## src/rtl/fpd_pkg.sv

```systemverilog
// fpd_pkg: constants, types and state enumerations for the flash download/program sequencer.
// assumes nothing beyond a SystemVerilog compiler.
package fpd_pkg;
  localparam logic [7:0]  KEY_DOWNLOAD      = 8'ha5;
  localparam logic [7:0]  KEY_PROGRAM       = 8'h5a;
  localparam logic [7:0]  KEY_CLEAR         = 8'h00;
  localparam logic [7:0]  RESULT_OK         = 8'h00;
  localparam int          RES_SEL_BIT       = 1;
  localparam int          RES_KEY_BIT       = 0;
  localparam logic [7:0]  RES_INIT_FREQ_ERR = 8'h01;
  localparam logic [7:0]  RES_KEY_ERR       = 8'h02;
  localparam logic [7:0]  RES_DEST_ERR      = 8'h04;
  localparam logic [7:0]  RES_SRC_ERR       = 8'h08;
  localparam logic [7:0]  RES_NOT_INIT      = 8'h10;
  localparam logic [15:0] FREQ_MIN_X100     = 16'h0320;
  localparam logic [15:0] FREQ_MAX_X100     = 16'h09c4;
  localparam int          BLOCK_BYTES       = 128;
  localparam logic [31:0] BLOCK_STEP        = 32'h0000_0080;
  localparam logic [7:0]  ALIGN_LO_A        = 8'h00;
  localparam logic [7:0]  ALIGN_LO_B        = 8'h80;
  localparam logic [15:0] PROG_ENTRY_OFS    = 16'h0010;
  localparam logic [15:0] INIT_ENTRY_OFS    = 16'h0020;
  localparam int          ROUTINE_WORDS     = 8;
  localparam logic [31:0] USER_ARRAY_LO     = 32'h0000_0000;
  localparam logic [31:0] USER_ARRAY_HI     = 32'h0001_ffff;
  localparam logic [31:0] FLASH_LO          = 32'h0000_0000;
  localparam logic [31:0] FLASH_HI          = 32'h0001_ffff;
  localparam logic [15:0] RAM_LO            = 16'he000;
  localparam logic [15:0] RAM_HI            = 16'hfeff;
  localparam logic [7:0]  PROG_DATA_FILL    = 8'hff;
  typedef enum logic [2:0] {FPD_IDLE, FPD_SWITCH, FPD_CHECK, FPD_COPY, FPD_RESULT} fpd_dl_state_t;
  typedef enum logic [1:0] {FPD_P_IDLE, FPD_P_WRITE, FPD_P_DONE} fpd_pg_state_t;
endpackage : fpd_pkg

```

## src/rtl/fpd_prog_if.sv

```systemverilog
// fpd_prog_if: carries a 128-byte programming job from the sequencer to the byte writer.
// assumes both ends share clock_in.
`timescale 1ns/100ps
`default_nettype none
interface fpd_prog_if;
  logic        start;
  logic [31:0] dest;
  logic [31:0] src;
  logic        busy;
  logic        done;
  logic        wr_en;
  logic [31:0] wr_dest;
  logic [31:0] rd_src;
  modport ctrl (output start, output dest, output src, input busy, input done,
                input wr_en, input wr_dest, input rd_src);
  modport writer (input start, input dest, input src, output busy, output done,
                  output wr_en, output wr_dest, output rd_src);
endinterface : fpd_prog_if
`default_nettype wire

```

## src/rtl/fpd_block_writer.sv

```systemverilog
// fpd_block_writer: walks one 128-byte programming block, one byte address a cycle.
// assumes start is a one-cycle pulse from the sequencer in the same clock domain.
`timescale 1ns/100ps
`default_nettype none
module fpd_block_writer
  import fpd_pkg::*;
(
  input  wire logic clock_in,
  input  wire logic sys_rst_in,
  fpd_prog_if.writer pif
);
  fpd_pg_state_t st_ff;
  logic [7:0]    cnt_ff;
  logic [31:0]   dst_ff;
  logic [31:0]   src_ff;

  always_ff @(posedge clock_in or posedge sys_rst_in) begin
    if (sys_rst_in) begin
      st_ff  <= FPD_P_IDLE;
      cnt_ff <= 8'h00;
      dst_ff <= 32'h0000_0000;
      src_ff <= 32'h0000_0000;
    end else begin
      unique case (st_ff)
        FPD_P_IDLE: begin
          if (pif.start) begin
            st_ff  <= FPD_P_WRITE;
            cnt_ff <= 8'h00;
            dst_ff <= pif.dest;
            src_ff <= pif.src;
          end
        end
        FPD_P_WRITE: begin
          // always exactly one full block
          if (cnt_ff == 8'(BLOCK_BYTES - 1)) st_ff <= FPD_P_DONE;
          cnt_ff <= cnt_ff + 8'h01;
        end
        FPD_P_DONE: st_ff <= FPD_P_IDLE;
        default:    st_ff <= FPD_P_IDLE;
      endcase
    end
  end

  assign pif.busy    = (st_ff != FPD_P_IDLE);
  assign pif.done    = (st_ff == FPD_P_DONE);
  assign pif.wr_en   = (st_ff == FPD_P_WRITE);
  assign pif.wr_dest = dst_ff + {24'h000000, cnt_ff};
  assign pif.rd_src  = src_ff + {24'h000000, cnt_ff};
endmodule : fpd_block_writer
`default_nettype wire

```

## src/rtl/fpd_flash_download_ctrl.sv

```systemverilog
// fpd_flash_download_ctrl: key-gated routine download, init frequency check and block programming.
// assumes software-facing strobes are synchronous one-cycle pulses on clock_in.
// What this block does
// - each programming operation writes exactly 128 bytes; the caller advances the pointers by 128.
// - several routines selected refuses download and flags selection error.
// - download request only settable while key holds download key.
// - setting request starts download; bit reads cleared when program resumes.
// - download switches array to routine area, checks, then copies to RAM.
// - completion clears selects and request bit, writes result byte unless the target is bad.
// - interrupts held during download and released on resume.
// - zero result is success; unchanged means bad target; flags otherwise.
// - init accepts frequency only within 8 to 25 MHz, else error.
// - init entry is target plus 32, program entry target plus 16.
// - routines keep registers except return byte, stack up to 128 bytes.
// - destination must be in user array and 128-byte aligned.
// - data source in flash refuses programming with error.
`timescale 1ns/100ps
`default_nettype none
module fpd_flash_download_ctrl
  import fpd_pkg::*;
(
  input  wire logic        clock_in,
  input  wire logic        sys_rst_in,
  input  wire logic        key_wr_in,
  input  wire logic [7:0]  key_data_in,
  input  wire logic        prog_sel_wr_in,
  input  wire logic        program_routine_select_bit_in,
  input  wire logic        erase_sel_wr_in,
  input  wire logic        erase_routine_select_in,
  input  wire logic        request_wr_in,
  input  wire logic [15:0] download_target_address_in,
  input  wire logic        init_call_in,
  input  wire logic [15:0] operating_frequency_param_in,
  input  wire logic        prog_call_in,
  input  wire logic [31:0] program_destination_param_in,
  input  wire logic [31:0] program_data_pointer_param_in,
  input  wire logic        irq_req_in,
  output logic [7:0]       flash_key_register_out,
  output logic             program_select_register_out,
  output logic             erase_select_register_out,
  output logic             download_request_bit_out,
  output logic             download_busy_out,
  output logic             routine_area_mapped_out,
  output logic             ram_wr_en_out,
  output logic [15:0]      ram_wr_addr_out,
  output logic [7:0]       ram_wr_data_out,
  output logic             target_address_error_flag_out,
  output logic [7:0]       download_result_byte_out,
  output logic             download_done_out,
  output logic [15:0]      routine_entry_addr_out,
  output logic [7:0]       routine_result_byte_out,
  output logic             routine_done_out,
  output logic             flash_wr_en_out,
  output logic [31:0]      flash_wr_addr_out,
  output logic [31:0]      data_rd_addr_out,
  output logic             irq_out
);
  fpd_prog_if pif ();

  fpd_block_writer u_writer (
    .clock_in   (clock_in),
    .sys_rst_in (sys_rst_in),
    .pif        (pif)
  );

  function automatic logic in_range32(
    input logic [31:0] a,
    input logic [31:0] lo,
    input logic [31:0] hi
  );
    return (a >= lo) && (a <= hi);
  endfunction : in_range32

  fpd_dl_state_t dl_ff;
  logic [3:0]    cpy_ff;
  logic          irq_held_ff;
  logic          init_ok_ff;
  logic          prog_pend_ff;
  logic [1:0]    irq_sync_ff;
  logic          dl_take;
  logic          sel_conflict;
  logic          tgt_ok;
  logic          freq_ok;
  logic          dest_ok;
  logic          src_ok;

  // a request is taken only while idle and with the download key present
  assign dl_take      = (dl_ff == FPD_IDLE) && request_wr_in && (flash_key_register_out == KEY_DOWNLOAD);
  assign sel_conflict = program_select_register_out && erase_select_register_out;
  // target must fall inside the on-chip ram window
  assign tgt_ok       = (download_target_address_in >= RAM_LO) && (download_target_address_in <= RAM_HI);
  assign freq_ok      = (operating_frequency_param_in >= FREQ_MIN_X100)
                        && (operating_frequency_param_in <= FREQ_MAX_X100);
  // the destination must sit in the user array on a block boundary
  assign dest_ok      = in_range32(program_destination_param_in, USER_ARRAY_LO, USER_ARRAY_HI)
                        && (program_destination_param_in[7:0] == ALIGN_LO_A
                            || program_destination_param_in[7:0] == ALIGN_LO_B);
  assign src_ok       = !in_range32(program_data_pointer_param_in, FLASH_LO, FLASH_HI);

  // key register
  always_ff @(posedge clock_in or posedge sys_rst_in) begin
    if (sys_rst_in) begin
      flash_key_register_out <= KEY_CLEAR;
    end else if (key_wr_in) begin
      flash_key_register_out <= key_data_in;
    end
  end

  // selects: cleared by the download engine at completion
  always_ff @(posedge clock_in or posedge sys_rst_in) begin
    if (sys_rst_in) begin
      program_select_register_out <= 1'b0;
      erase_select_register_out   <= 1'b0;
    end else if (dl_ff == FPD_RESULT) begin
      program_select_register_out <= 1'b0;
      erase_select_register_out   <= 1'b0;
    end else if (dl_ff == FPD_IDLE) begin
      if (prog_sel_wr_in) begin
        program_select_register_out <= program_routine_select_bit_in;
      end
      if (erase_sel_wr_in) begin
        erase_select_register_out <= erase_routine_select_in;
      end
    end
  end

  // download request and engine
  always_ff @(posedge clock_in or posedge sys_rst_in) begin
    if (sys_rst_in) begin
      dl_ff                         <= FPD_IDLE;
      cpy_ff                        <= 4'h0;
      download_request_bit_out      <= 1'b0;
      download_busy_out             <= 1'b0;
      routine_area_mapped_out       <= 1'b0;
      target_address_error_flag_out <= 1'b0;
      download_result_byte_out      <= PROG_DATA_FILL;
      download_done_out             <= 1'b0;
      ram_wr_en_out                 <= 1'b0;
      ram_wr_addr_out               <= 16'h0000;
      ram_wr_data_out               <= 8'h00;
    end else begin
      download_done_out <= 1'b0;
      ram_wr_en_out     <= 1'b0;
      unique case (dl_ff)
        FPD_IDLE: begin
          if (dl_take) begin
            download_request_bit_out <= 1'b1;
            download_busy_out        <= 1'b1;
            dl_ff                    <= FPD_SWITCH;
          end
        end

        FPD_SWITCH: begin
          routine_area_mapped_out <= 1'b1;
          dl_ff                   <= FPD_CHECK;
        end

        FPD_CHECK: begin
          if (!tgt_ok) begin
            // bad target: result byte left untouched
            target_address_error_flag_out <= 1'b1;
            dl_ff                         <= FPD_RESULT;
          end else if (sel_conflict) begin
            target_address_error_flag_out <= 1'b0;
            download_result_byte_out      <= 8'(1 << RES_SEL_BIT);
            ram_wr_en_out                 <= 1'b1;
            ram_wr_addr_out               <= download_target_address_in;
            ram_wr_data_out               <= 8'(1 << RES_SEL_BIT);
            dl_ff                         <= FPD_RESULT;
          end else begin
            target_address_error_flag_out <= 1'b0;
            cpy_ff                        <= 4'h0;
            dl_ff                         <= FPD_COPY;
          end
        end

        FPD_COPY: begin
          ram_wr_en_out   <= 1'b1;
          ram_wr_addr_out <= download_target_address_in + PROG_ENTRY_OFS + {12'h000, cpy_ff};
          ram_wr_data_out <= {4'h0, cpy_ff};
          cpy_ff          <= cpy_ff + 4'h1;
          if (cpy_ff == 4'(ROUTINE_WORDS - 1)) begin
            dl_ff <= FPD_RESULT;
          end
        end

        FPD_RESULT: begin
          // judged on this download's selects, so an old error byte cannot block success
          if (!target_address_error_flag_out && !sel_conflict) begin
            download_result_byte_out <= RESULT_OK;
            ram_wr_en_out            <= 1'b1;
            ram_wr_addr_out          <= download_target_address_in;
            ram_wr_data_out          <= RESULT_OK;
          end
          download_request_bit_out <= 1'b0;
          download_busy_out        <= 1'b0;
          routine_area_mapped_out  <= 1'b0;
          download_done_out        <= 1'b1;
          dl_ff                    <= FPD_IDLE;
        end

        default: dl_ff <= FPD_IDLE;
      endcase
    end
  end

  // irq pin synchroniser
  always_ff @(posedge clock_in or posedge sys_rst_in) begin
    if (sys_rst_in) begin
      irq_sync_ff <= 2'b00;
    end else begin
      irq_sync_ff <= {irq_sync_ff[0], irq_req_in};
    end
  end

  // interrupts held from the taking edge on, so none slips out in the first busy cycle
  always_ff @(posedge clock_in or posedge sys_rst_in) begin
    if (sys_rst_in) begin
      irq_held_ff <= 1'b0;
      irq_out     <= 1'b0;
    end else if (download_busy_out || dl_take) begin
      irq_out <= 1'b0;
      if (irq_sync_ff[1] || irq_out) begin
        irq_held_ff <= 1'b1;
      end
    end else begin
      irq_out     <= irq_sync_ff[1] | irq_held_ff;
      irq_held_ff <= 1'b0;
    end
  end

  // initialization and programming routines
  always_ff @(posedge clock_in or posedge sys_rst_in) begin
    if (sys_rst_in) begin
      init_ok_ff              <= 1'b0;
      prog_pend_ff            <= 1'b0;
      routine_entry_addr_out  <= 16'h0000;
      routine_result_byte_out <= RESULT_OK;
      routine_done_out        <= 1'b0;
      pif.start               <= 1'b0;
      pif.dest                <= 32'h0000_0000;
      pif.src                 <= 32'h0000_0000;
    end else begin
      routine_done_out <= 1'b0;
      pif.start        <= 1'b0;
      if (init_call_in && !prog_pend_ff) begin
        routine_entry_addr_out <= download_target_address_in + INIT_ENTRY_OFS;
        if (!freq_ok) begin
          routine_result_byte_out <= RES_INIT_FREQ_ERR;
          init_ok_ff              <= 1'b0;
        end else begin
          routine_result_byte_out <= RESULT_OK;
          init_ok_ff              <= 1'b1;
        end
        routine_done_out <= 1'b1;
      end else if (prog_call_in && !prog_pend_ff) begin
        routine_entry_addr_out <= download_target_address_in + PROG_ENTRY_OFS;
        if (!init_ok_ff) begin
          routine_result_byte_out <= RES_NOT_INIT;
          routine_done_out        <= 1'b1;
        end else if (flash_key_register_out != KEY_PROGRAM) begin
          routine_result_byte_out <= RES_KEY_ERR;
          routine_done_out        <= 1'b1;
        end else if (!dest_ok) begin
          routine_result_byte_out <= RES_DEST_ERR;
          routine_done_out        <= 1'b1;
        end else if (!src_ok) begin
          routine_result_byte_out <= RES_SRC_ERR;
          routine_done_out        <= 1'b1;
        end else begin
          // every accepted call writes one full block; the writer never stops short
          pif.start    <= 1'b1;
          pif.dest     <= program_destination_param_in;
          pif.src      <= program_data_pointer_param_in;
          prog_pend_ff <= 1'b1;
        end
      end else if (prog_pend_ff && pif.done) begin
        prog_pend_ff            <= 1'b0;
        // the result byte is the only state a routine hands back
        routine_result_byte_out <= RESULT_OK;
        routine_done_out        <= 1'b1;
      end
    end
  end

  // flash write port
  always_ff @(posedge clock_in or posedge sys_rst_in) begin
    if (sys_rst_in) begin
      flash_wr_en_out   <= 1'b0;
      flash_wr_addr_out <= 32'h0000_0000;
      data_rd_addr_out  <= 32'h0000_0000;
    end else begin
      flash_wr_en_out   <= pif.wr_en;
      flash_wr_addr_out <= pif.wr_dest;
      data_rd_addr_out  <= pif.rd_src;
    end
  end
endmodule : fpd_flash_download_ctrl
`default_nettype wire

```

## config.mk

```make
export PLATFORM = sky130hd
export DESIGN_NAME = fpd_flash_download_ctrl
export DESIGN_NICKNAME = d
export VERILOG_FILES = /design/src/rtl/fpd_pkg.sv /design/src/rtl/fpd_prog_if.sv /design/src/rtl/fpd_block_writer.sv /design/src/rtl/fpd_flash_download_ctrl.sv
export SDC_FILE = /design/constraint.sdc
export NUM_CORES = 1
export LEC_CHECK = 0
export BUFFER_PORTS_ARGS = -buffer_cell sky130_fd_sc_hd__buf_2
export CORE_AREA = 2 2 265 136
export DETAILED_ROUTE_END_ITERATION = 7
export DIE_AREA = 0 0 267 138
export PLACE_DENSITY = 0.63
export SLEW_MARGIN = 20
export SYNTH_ARGS = -nofsm -noshare
export SYNTH_HDL_FRONTEND = slang
export SYNTH_SLANG_ARGS = --single-unit
export TNS_END_PERCENT = 1
```

## constraint.sdc

```tcl
create_clock -name clock_in -period 13.5 [get_ports clock_in]
set_input_delay 2.7 -clock clock_in [delete_from_list [all_inputs] [get_ports clock_in]]
set_output_delay 2.7 -clock clock_in [all_outputs]
set_load 0.01 [all_outputs]
```

# == Yosys cells after proc, flatten, opt, wreduce, memory -nomap -nowiden ==
# Index checks and enable logic that the tools add are counted.
# word_totals
elab_cells,190
ff_bits,289
ram_bits,0
latch_bits,0
mem_count,0
rom_bits,0
# op_classes
div,0
reduce_logical,45
shift,0
muxes,70
bitwise_logic,4
multipliers,0
order_cmp,8
n_addsub,7
n_eq_ne,25
# op_table
op,n
2-to-1 mux 8 bit,11
2-to-1 mux 16 bit,5
adder 32 x 8 -> 32 bit,2
>= comparator 32 x 1 -> 1 bit (second input constant),2
<= comparator 32 x 17 -> 1 bit (second input constant),2
case mux 16 bit (3 select lines),1
2-to-1 mux 1 bit,36
case mux 8 bit (2 select lines),2
case mux 8 bit (3 select lines),1
!= test 2 bit (second input constant),10
nonzero test 2 bit,9
adder 16 x 4 -> 16 bit,1
adder 16 x 5 -> 16 bit (second input constant),1
adder 16 x 6 -> 16 bit (second input constant),1
equality test 8 bit (second input constant),2
>= comparator 16 x 10 -> 1 bit (second input constant),1
>= comparator 16 bit (second input constant),1
<= comparator 16 x 12 -> 1 bit (second input constant),1
<= comparator 16 bit (second input constant),1
AND reduction 2 bit,8
logical AND 1 bit,12
2-to-1 mux 3 bit,4
case mux 3 bit (4 select lines),1
AND reduction 6 bit,2
28 further kinds,42

# == Longest topological paths before layout ==
# depth
ltp_word,8
depth_mapped,11

# == Hierarchy ==
# Synthesis repeated with hierarchy kept, for this count alone.
# hier_totals
hier_cells,1064
area_unflattened_um2,12534.5
# by_module_without_submodules
module,seq_area_each_um2,instances,area_per_inst_um2,cells_per_inst
fpd_flash_download_ctrl,5057.4,1,8079.0,648
fpd_block_writer,1851.8,1,4455.5,416

# == Worst setup path before layout ==
# Ideal clock, no wire load.
# synth_path
path_kind,input-to-reg
from,in download_target_address_in[0]
to,reg ram_wr_addr_out[8]
arrival_time_ns,4.449
path_buffers,0
setup_ns,0.096
path_stages,10
slack_ns,8.955
cell_sequence,ha_1 inv_1 fa_1 nor2b_1 o21ai_0 a21boi_0 o2bb2ai_1 o21ai_0 nor2b_1 a311oi_2
# synth_via
elab_chain_cells,4
word_cells_on_any_way,8
# synth_rtl
element,line_no,rtl
from (decl),fpd_flash_download_ctrl.sv:31,"input wire logic [15:0] download_target_address_in,"
"parallel branches: the longest is 4 deep, another holds adder 16 x 5 -> 16 bit",-,
to (signal assigned),fpd_flash_download_ctrl.sv:167,ram_wr_addr_out <= download_target_address_in;
to (signal assigned),fpd_flash_download_ctrl.sv:179,"ram_wr_addr_out <= download_target_address_in + PROG_ENTRY_OFS + {12'h000, cpy_ff};"
to (signal assigned),fpd_flash_download_ctrl.sv:192,ram_wr_addr_out <= download_target_address_in;
to (decl),fpd_flash_download_ctrl.sv:45,"output logic [15:0] ram_wr_addr_out,"
# Several ways; the timed one is not identified.
# A chain may end at the register's enable or synchronous reset.

# == Worst setup path in the final report ==
# layout_path
from,in program_destination_param_in[5]
to,reg pif.dest[8]
# layout_via
elab_chain_cells,4
word_cells_on_any_way,8
# layout_rtl
element,line_no,rtl
from (decl),fpd_flash_download_ctrl.sv:35,"input wire logic [31:0] program_destination_param_in,"
>= comparator 32 x 1 -> 1 bit (tied with other cells),fpd_flash_download_ctrl.sv:71,return (a >= lo) && (a <= hi);
logical AND 1 bit or logical OR 1 bit (tied branches),"fpd_flash_download_ctrl.sv:71, fpd_flash_download_ctrl.sv:97",
logical AND 1 bit (*),fpd_flash_download_ctrl.sv:96,&& (program_destination_param_in[7:0] == ALIGN_LO_A
AND reduction 6 bit (no source line) (*),-,
to (signal assigned),fpd_flash_download_ctrl.sv:273,pif.dest <= program_destination_param_in;
to (decl),fpd_prog_if.sv:7,logic [31:0] dest;
# Every way passes the cells marked *; elsewhere a longest branch is shown, timed or not.

==> impl_metrics.yaml <==
clocking:
  postCtsHoldBufs: 0
  cts_tree: "done"
  clock-sinks: 276
  path_clk_slew_ns: 0.06
  htreeDepth: 1
  cts_made_buffers: 26
  post_cts_resized: 0
  post_cts_buffers: 0
  root_buffer: "clkbuf_16"
  clk_latency_ns: 0.56
  clockBufferDepth: 3
pwr:
  p_per_area_nw_per_um2: 118
  p_total_mw: 1.78
  power_leakage_nw: 7.77
  ir_drop_mv: 0.0808
yosys:
  netlist_area_um2: 12600
  synth_ff_type: "dfrtp_1"
  yosysWarnings: 0
  yosysSeqAreaShare_pct: 54.7
  synth-edff-count: 0
  synth_cell_types: 75
  async_flop_share_pct: 100
  ys_ff_latch: 276
  synthCells: 1218
  syn_avg_cell_area_um2: 10.4
sta:
  hold_viol_final: 0
  tightestPinTransition_ns: 1.04
  slew-limit-headroom_pct: 30.4
  fin_skew_ns: 0.0216
  fmax_ghz: 0.201
  rsz0062_at_grt: "false"
  min_period_ns: 4.97
  tns_ns: 0
  period_share_pct: 36.8
  setup_viol: 0
  finalMaxSlewViolations: 0
routing:
  via_per_inst: 4.92
  postRouteWirelength_um: 33300
  drt-initial-drc-count: 780
  first_pass_iters: 5
  final_antenna_net_count: 0
  avgRoutedWirePerCell_um: 17.2
  vias: 9556
  route.detailed.drc: 0
final_layout:
  layout_common_cells: "274 x nand2_1, 274 x dfrtp_1, 246 x buf_2"
  instances_no_fill: 1944
  final_nets: 1583
  drive_gt1_share_pct: 25.8
  area_growth_pct: 19.4
  fill_cells: 3353
setup_path:
  critPathRequiredTime_ns: 13.94
  ff2ff_setup_slack_ns: 10.19
  worstPathMaxFanout: 35
  critPathKind: "input port to register"
  slowest_delay_ns: 0.85
  crit_arrival_ns: 5.41
  cpMaxStageDelayCell: "and2_2"
  r2r-end: "pif.dest[8]"
  end_kind: "register"
  worstReg2RegStart: "flash_key_register_out[5]"
  reg2regPathDepth: 6
  start_kind: "input port"
  path_cells: "buf_2, or4_4, nor4_4, and2_2, buf_4, mux2_2"
global_route:
  grt_max_degree: 103
  track_usage_pct: 18.0
  antenna_found_initial: 3
  overflow: 0
  grt_pass1_vias: 9148
  grt_pass1_wl_um: 52600
floorplan:
  die_y_um: 138
  io_pins: 254
  coreArea_um2: 35000
  start_util_pct: 36.1
  die_x_um: 267
  die-area_um2: 36800
  rows: 49
run:
  maxCapViolations: 0
worst_hold_path:
  min_path_cells: 0
  hold_class: "register to register"
  hold_end: "irq_sync_ff[1]"
  hp-start: "irq_sync_ff[0]"
status:
  status: "finished clean"
placed_design:
  portBuffers: 246
  routabilityCongestion: 0.873
  hpwl_um: 24100
  dp.cells: 1895
-- cell type report --
| cell class | instances | area [um2] | area share, % |
|---|---|---|---|
| sequential | 276 | 6910 | 45.8 |
| clock inverter | 13 | 169 | 1.12 |
| tap | 484 | 606 | 4.01 |
| antenna | 2 | 5.00 | 0.0332 |
| multi-input combinational | 849 | 5250 | 34.8 |
| timing repair buffer | 255 | 1300 | 8.61 |
| clock buffer | 34 | 731 | 4.84 |
| inverter | 31 | 124 | 0.821 |
-- worst max-delay path by stage --
stage / from / end / slack [ns]
6_report: program_destination_param_in[5] / pif.dest[8] / 8.53
5_1_grt: prog_call_in / pif.dest[8] / 8.37
4_1_cts: program_destination_param_in[5] / pif.dest[8] / 8.52
3_5_place_dp: program_destination_param_in[5] / pif.dest[8] / 7.93
3_3_place_gp: program_destination_param_in[5] / pif.dest[8] / 7.98
2_1_floorplan: sys_rst_in / cpy_ff[0] / 3.19
-- routing by layer --
metal | GRT usage, % | vias up | part of all wire, %
met5 | 0 | - | 0
met4 | 4.35 | 0 | 2.4
met3 | 3.87 | 48 | 5.8
met2 | 25.2 | 270 | 41
met1 | 28.0 | 4659 | 50
li1 | - | 4579 | -
-- critical path: cells and delay by family --
| family | cells | cell delay [ns] |
|---|---|---|
| buffers and inverters | 2 | 0.62 |
| muxes | 1 | 0.39 |
| and+or+nand+nor | 3 | 1.66 |
-- metrics by stage --
stage          setup WS, ns  util (%)  instance area (um2)  hold slack (ns)
6_report               8.53      43.1                15100            0.355
5_1_grt                8.37      43.1                15100            0.368
4_1_cts                8.52      43.1                15100            0.356
3_5_place_dp           7.93      40.5                14200            0.340
3_3_place_gp           7.98      40.5                14200            0.340
2_1_floorplan          3.19         -                12700            0.331
-- flip-flops by register name, summed over array words and instances, names as in the netlist, 3 cells and up --
register / cells
u_writer.cnt_ff: 8
ram_wr_addr_out: 16
flash_wr_addr_out: 32
flash_key_register_out: 8
ram_wr_data_out: 4
routine_entry_addr_out: 16
pif.dest: 32
cpy_ff: 4
data_rd_addr_out: 32
pif.src: 32
u_writer.dst_ff: 32
dl_ff: 3
routine_result_byte_out: 5
u_writer.src_ff: 32
-- report_power, final --
part	switching [mW]	internal, mW
logic	0.0817	0.0530
clock network	0.337	0.443
registers	0.0162	0.850
total	0.435	1.35
-- synthesized netlist by cell type, drive strengths merged (4+ instances only) --
library cell	instances	share of area (%)
inv	30	0.89
ha	26	2.6
dfrtp	274	54
nor3	14	0.59
a21oi	33	1.3
a22o	5	0.35
mux2i	4	0.32
and4	8	0.55
a21boi	4	0.24
nor4	11	0.78
o21ai	62	2.5
nand4	22	1.1
xnor2	56	3.9
nand2	275	8.2
nor2b	37	1.9
o21a	4	0.24
mux2	53	4.9
nand2b	7	0.35
a21o	10	0.59
nand3	40	1.6
o22ai	7	0.35
and3	17	0.88
clkbuf	30	0.89
xor2	17	1.2
nor2	54	1.6
o2111ai	4	0.28
a31oi	16	0.79
buf	38	2.2
and2	8	0.40
-- cell families (layout without fill, tap and decap cells) --
logic type / after synthesis / in the layout / synth area share (%)
buffers and inverters: 99 / 333 / 4.05
other: 1 / 9 / 0.0297
AO/OA/AOI/OAI: 175 / 175 / 8.92
flip-flops: 276 / 276 / 54.7
XOR/XNOR: 73 / 73 / 5.06
AND/OR/NAND/NOR: 508 / 508 / 19.0
multiplexers: 57 / 57 / 5.22
adder cells (fa/ha/maj): 29 / 29 / 3.05
(Power assumes the default switching activity.)
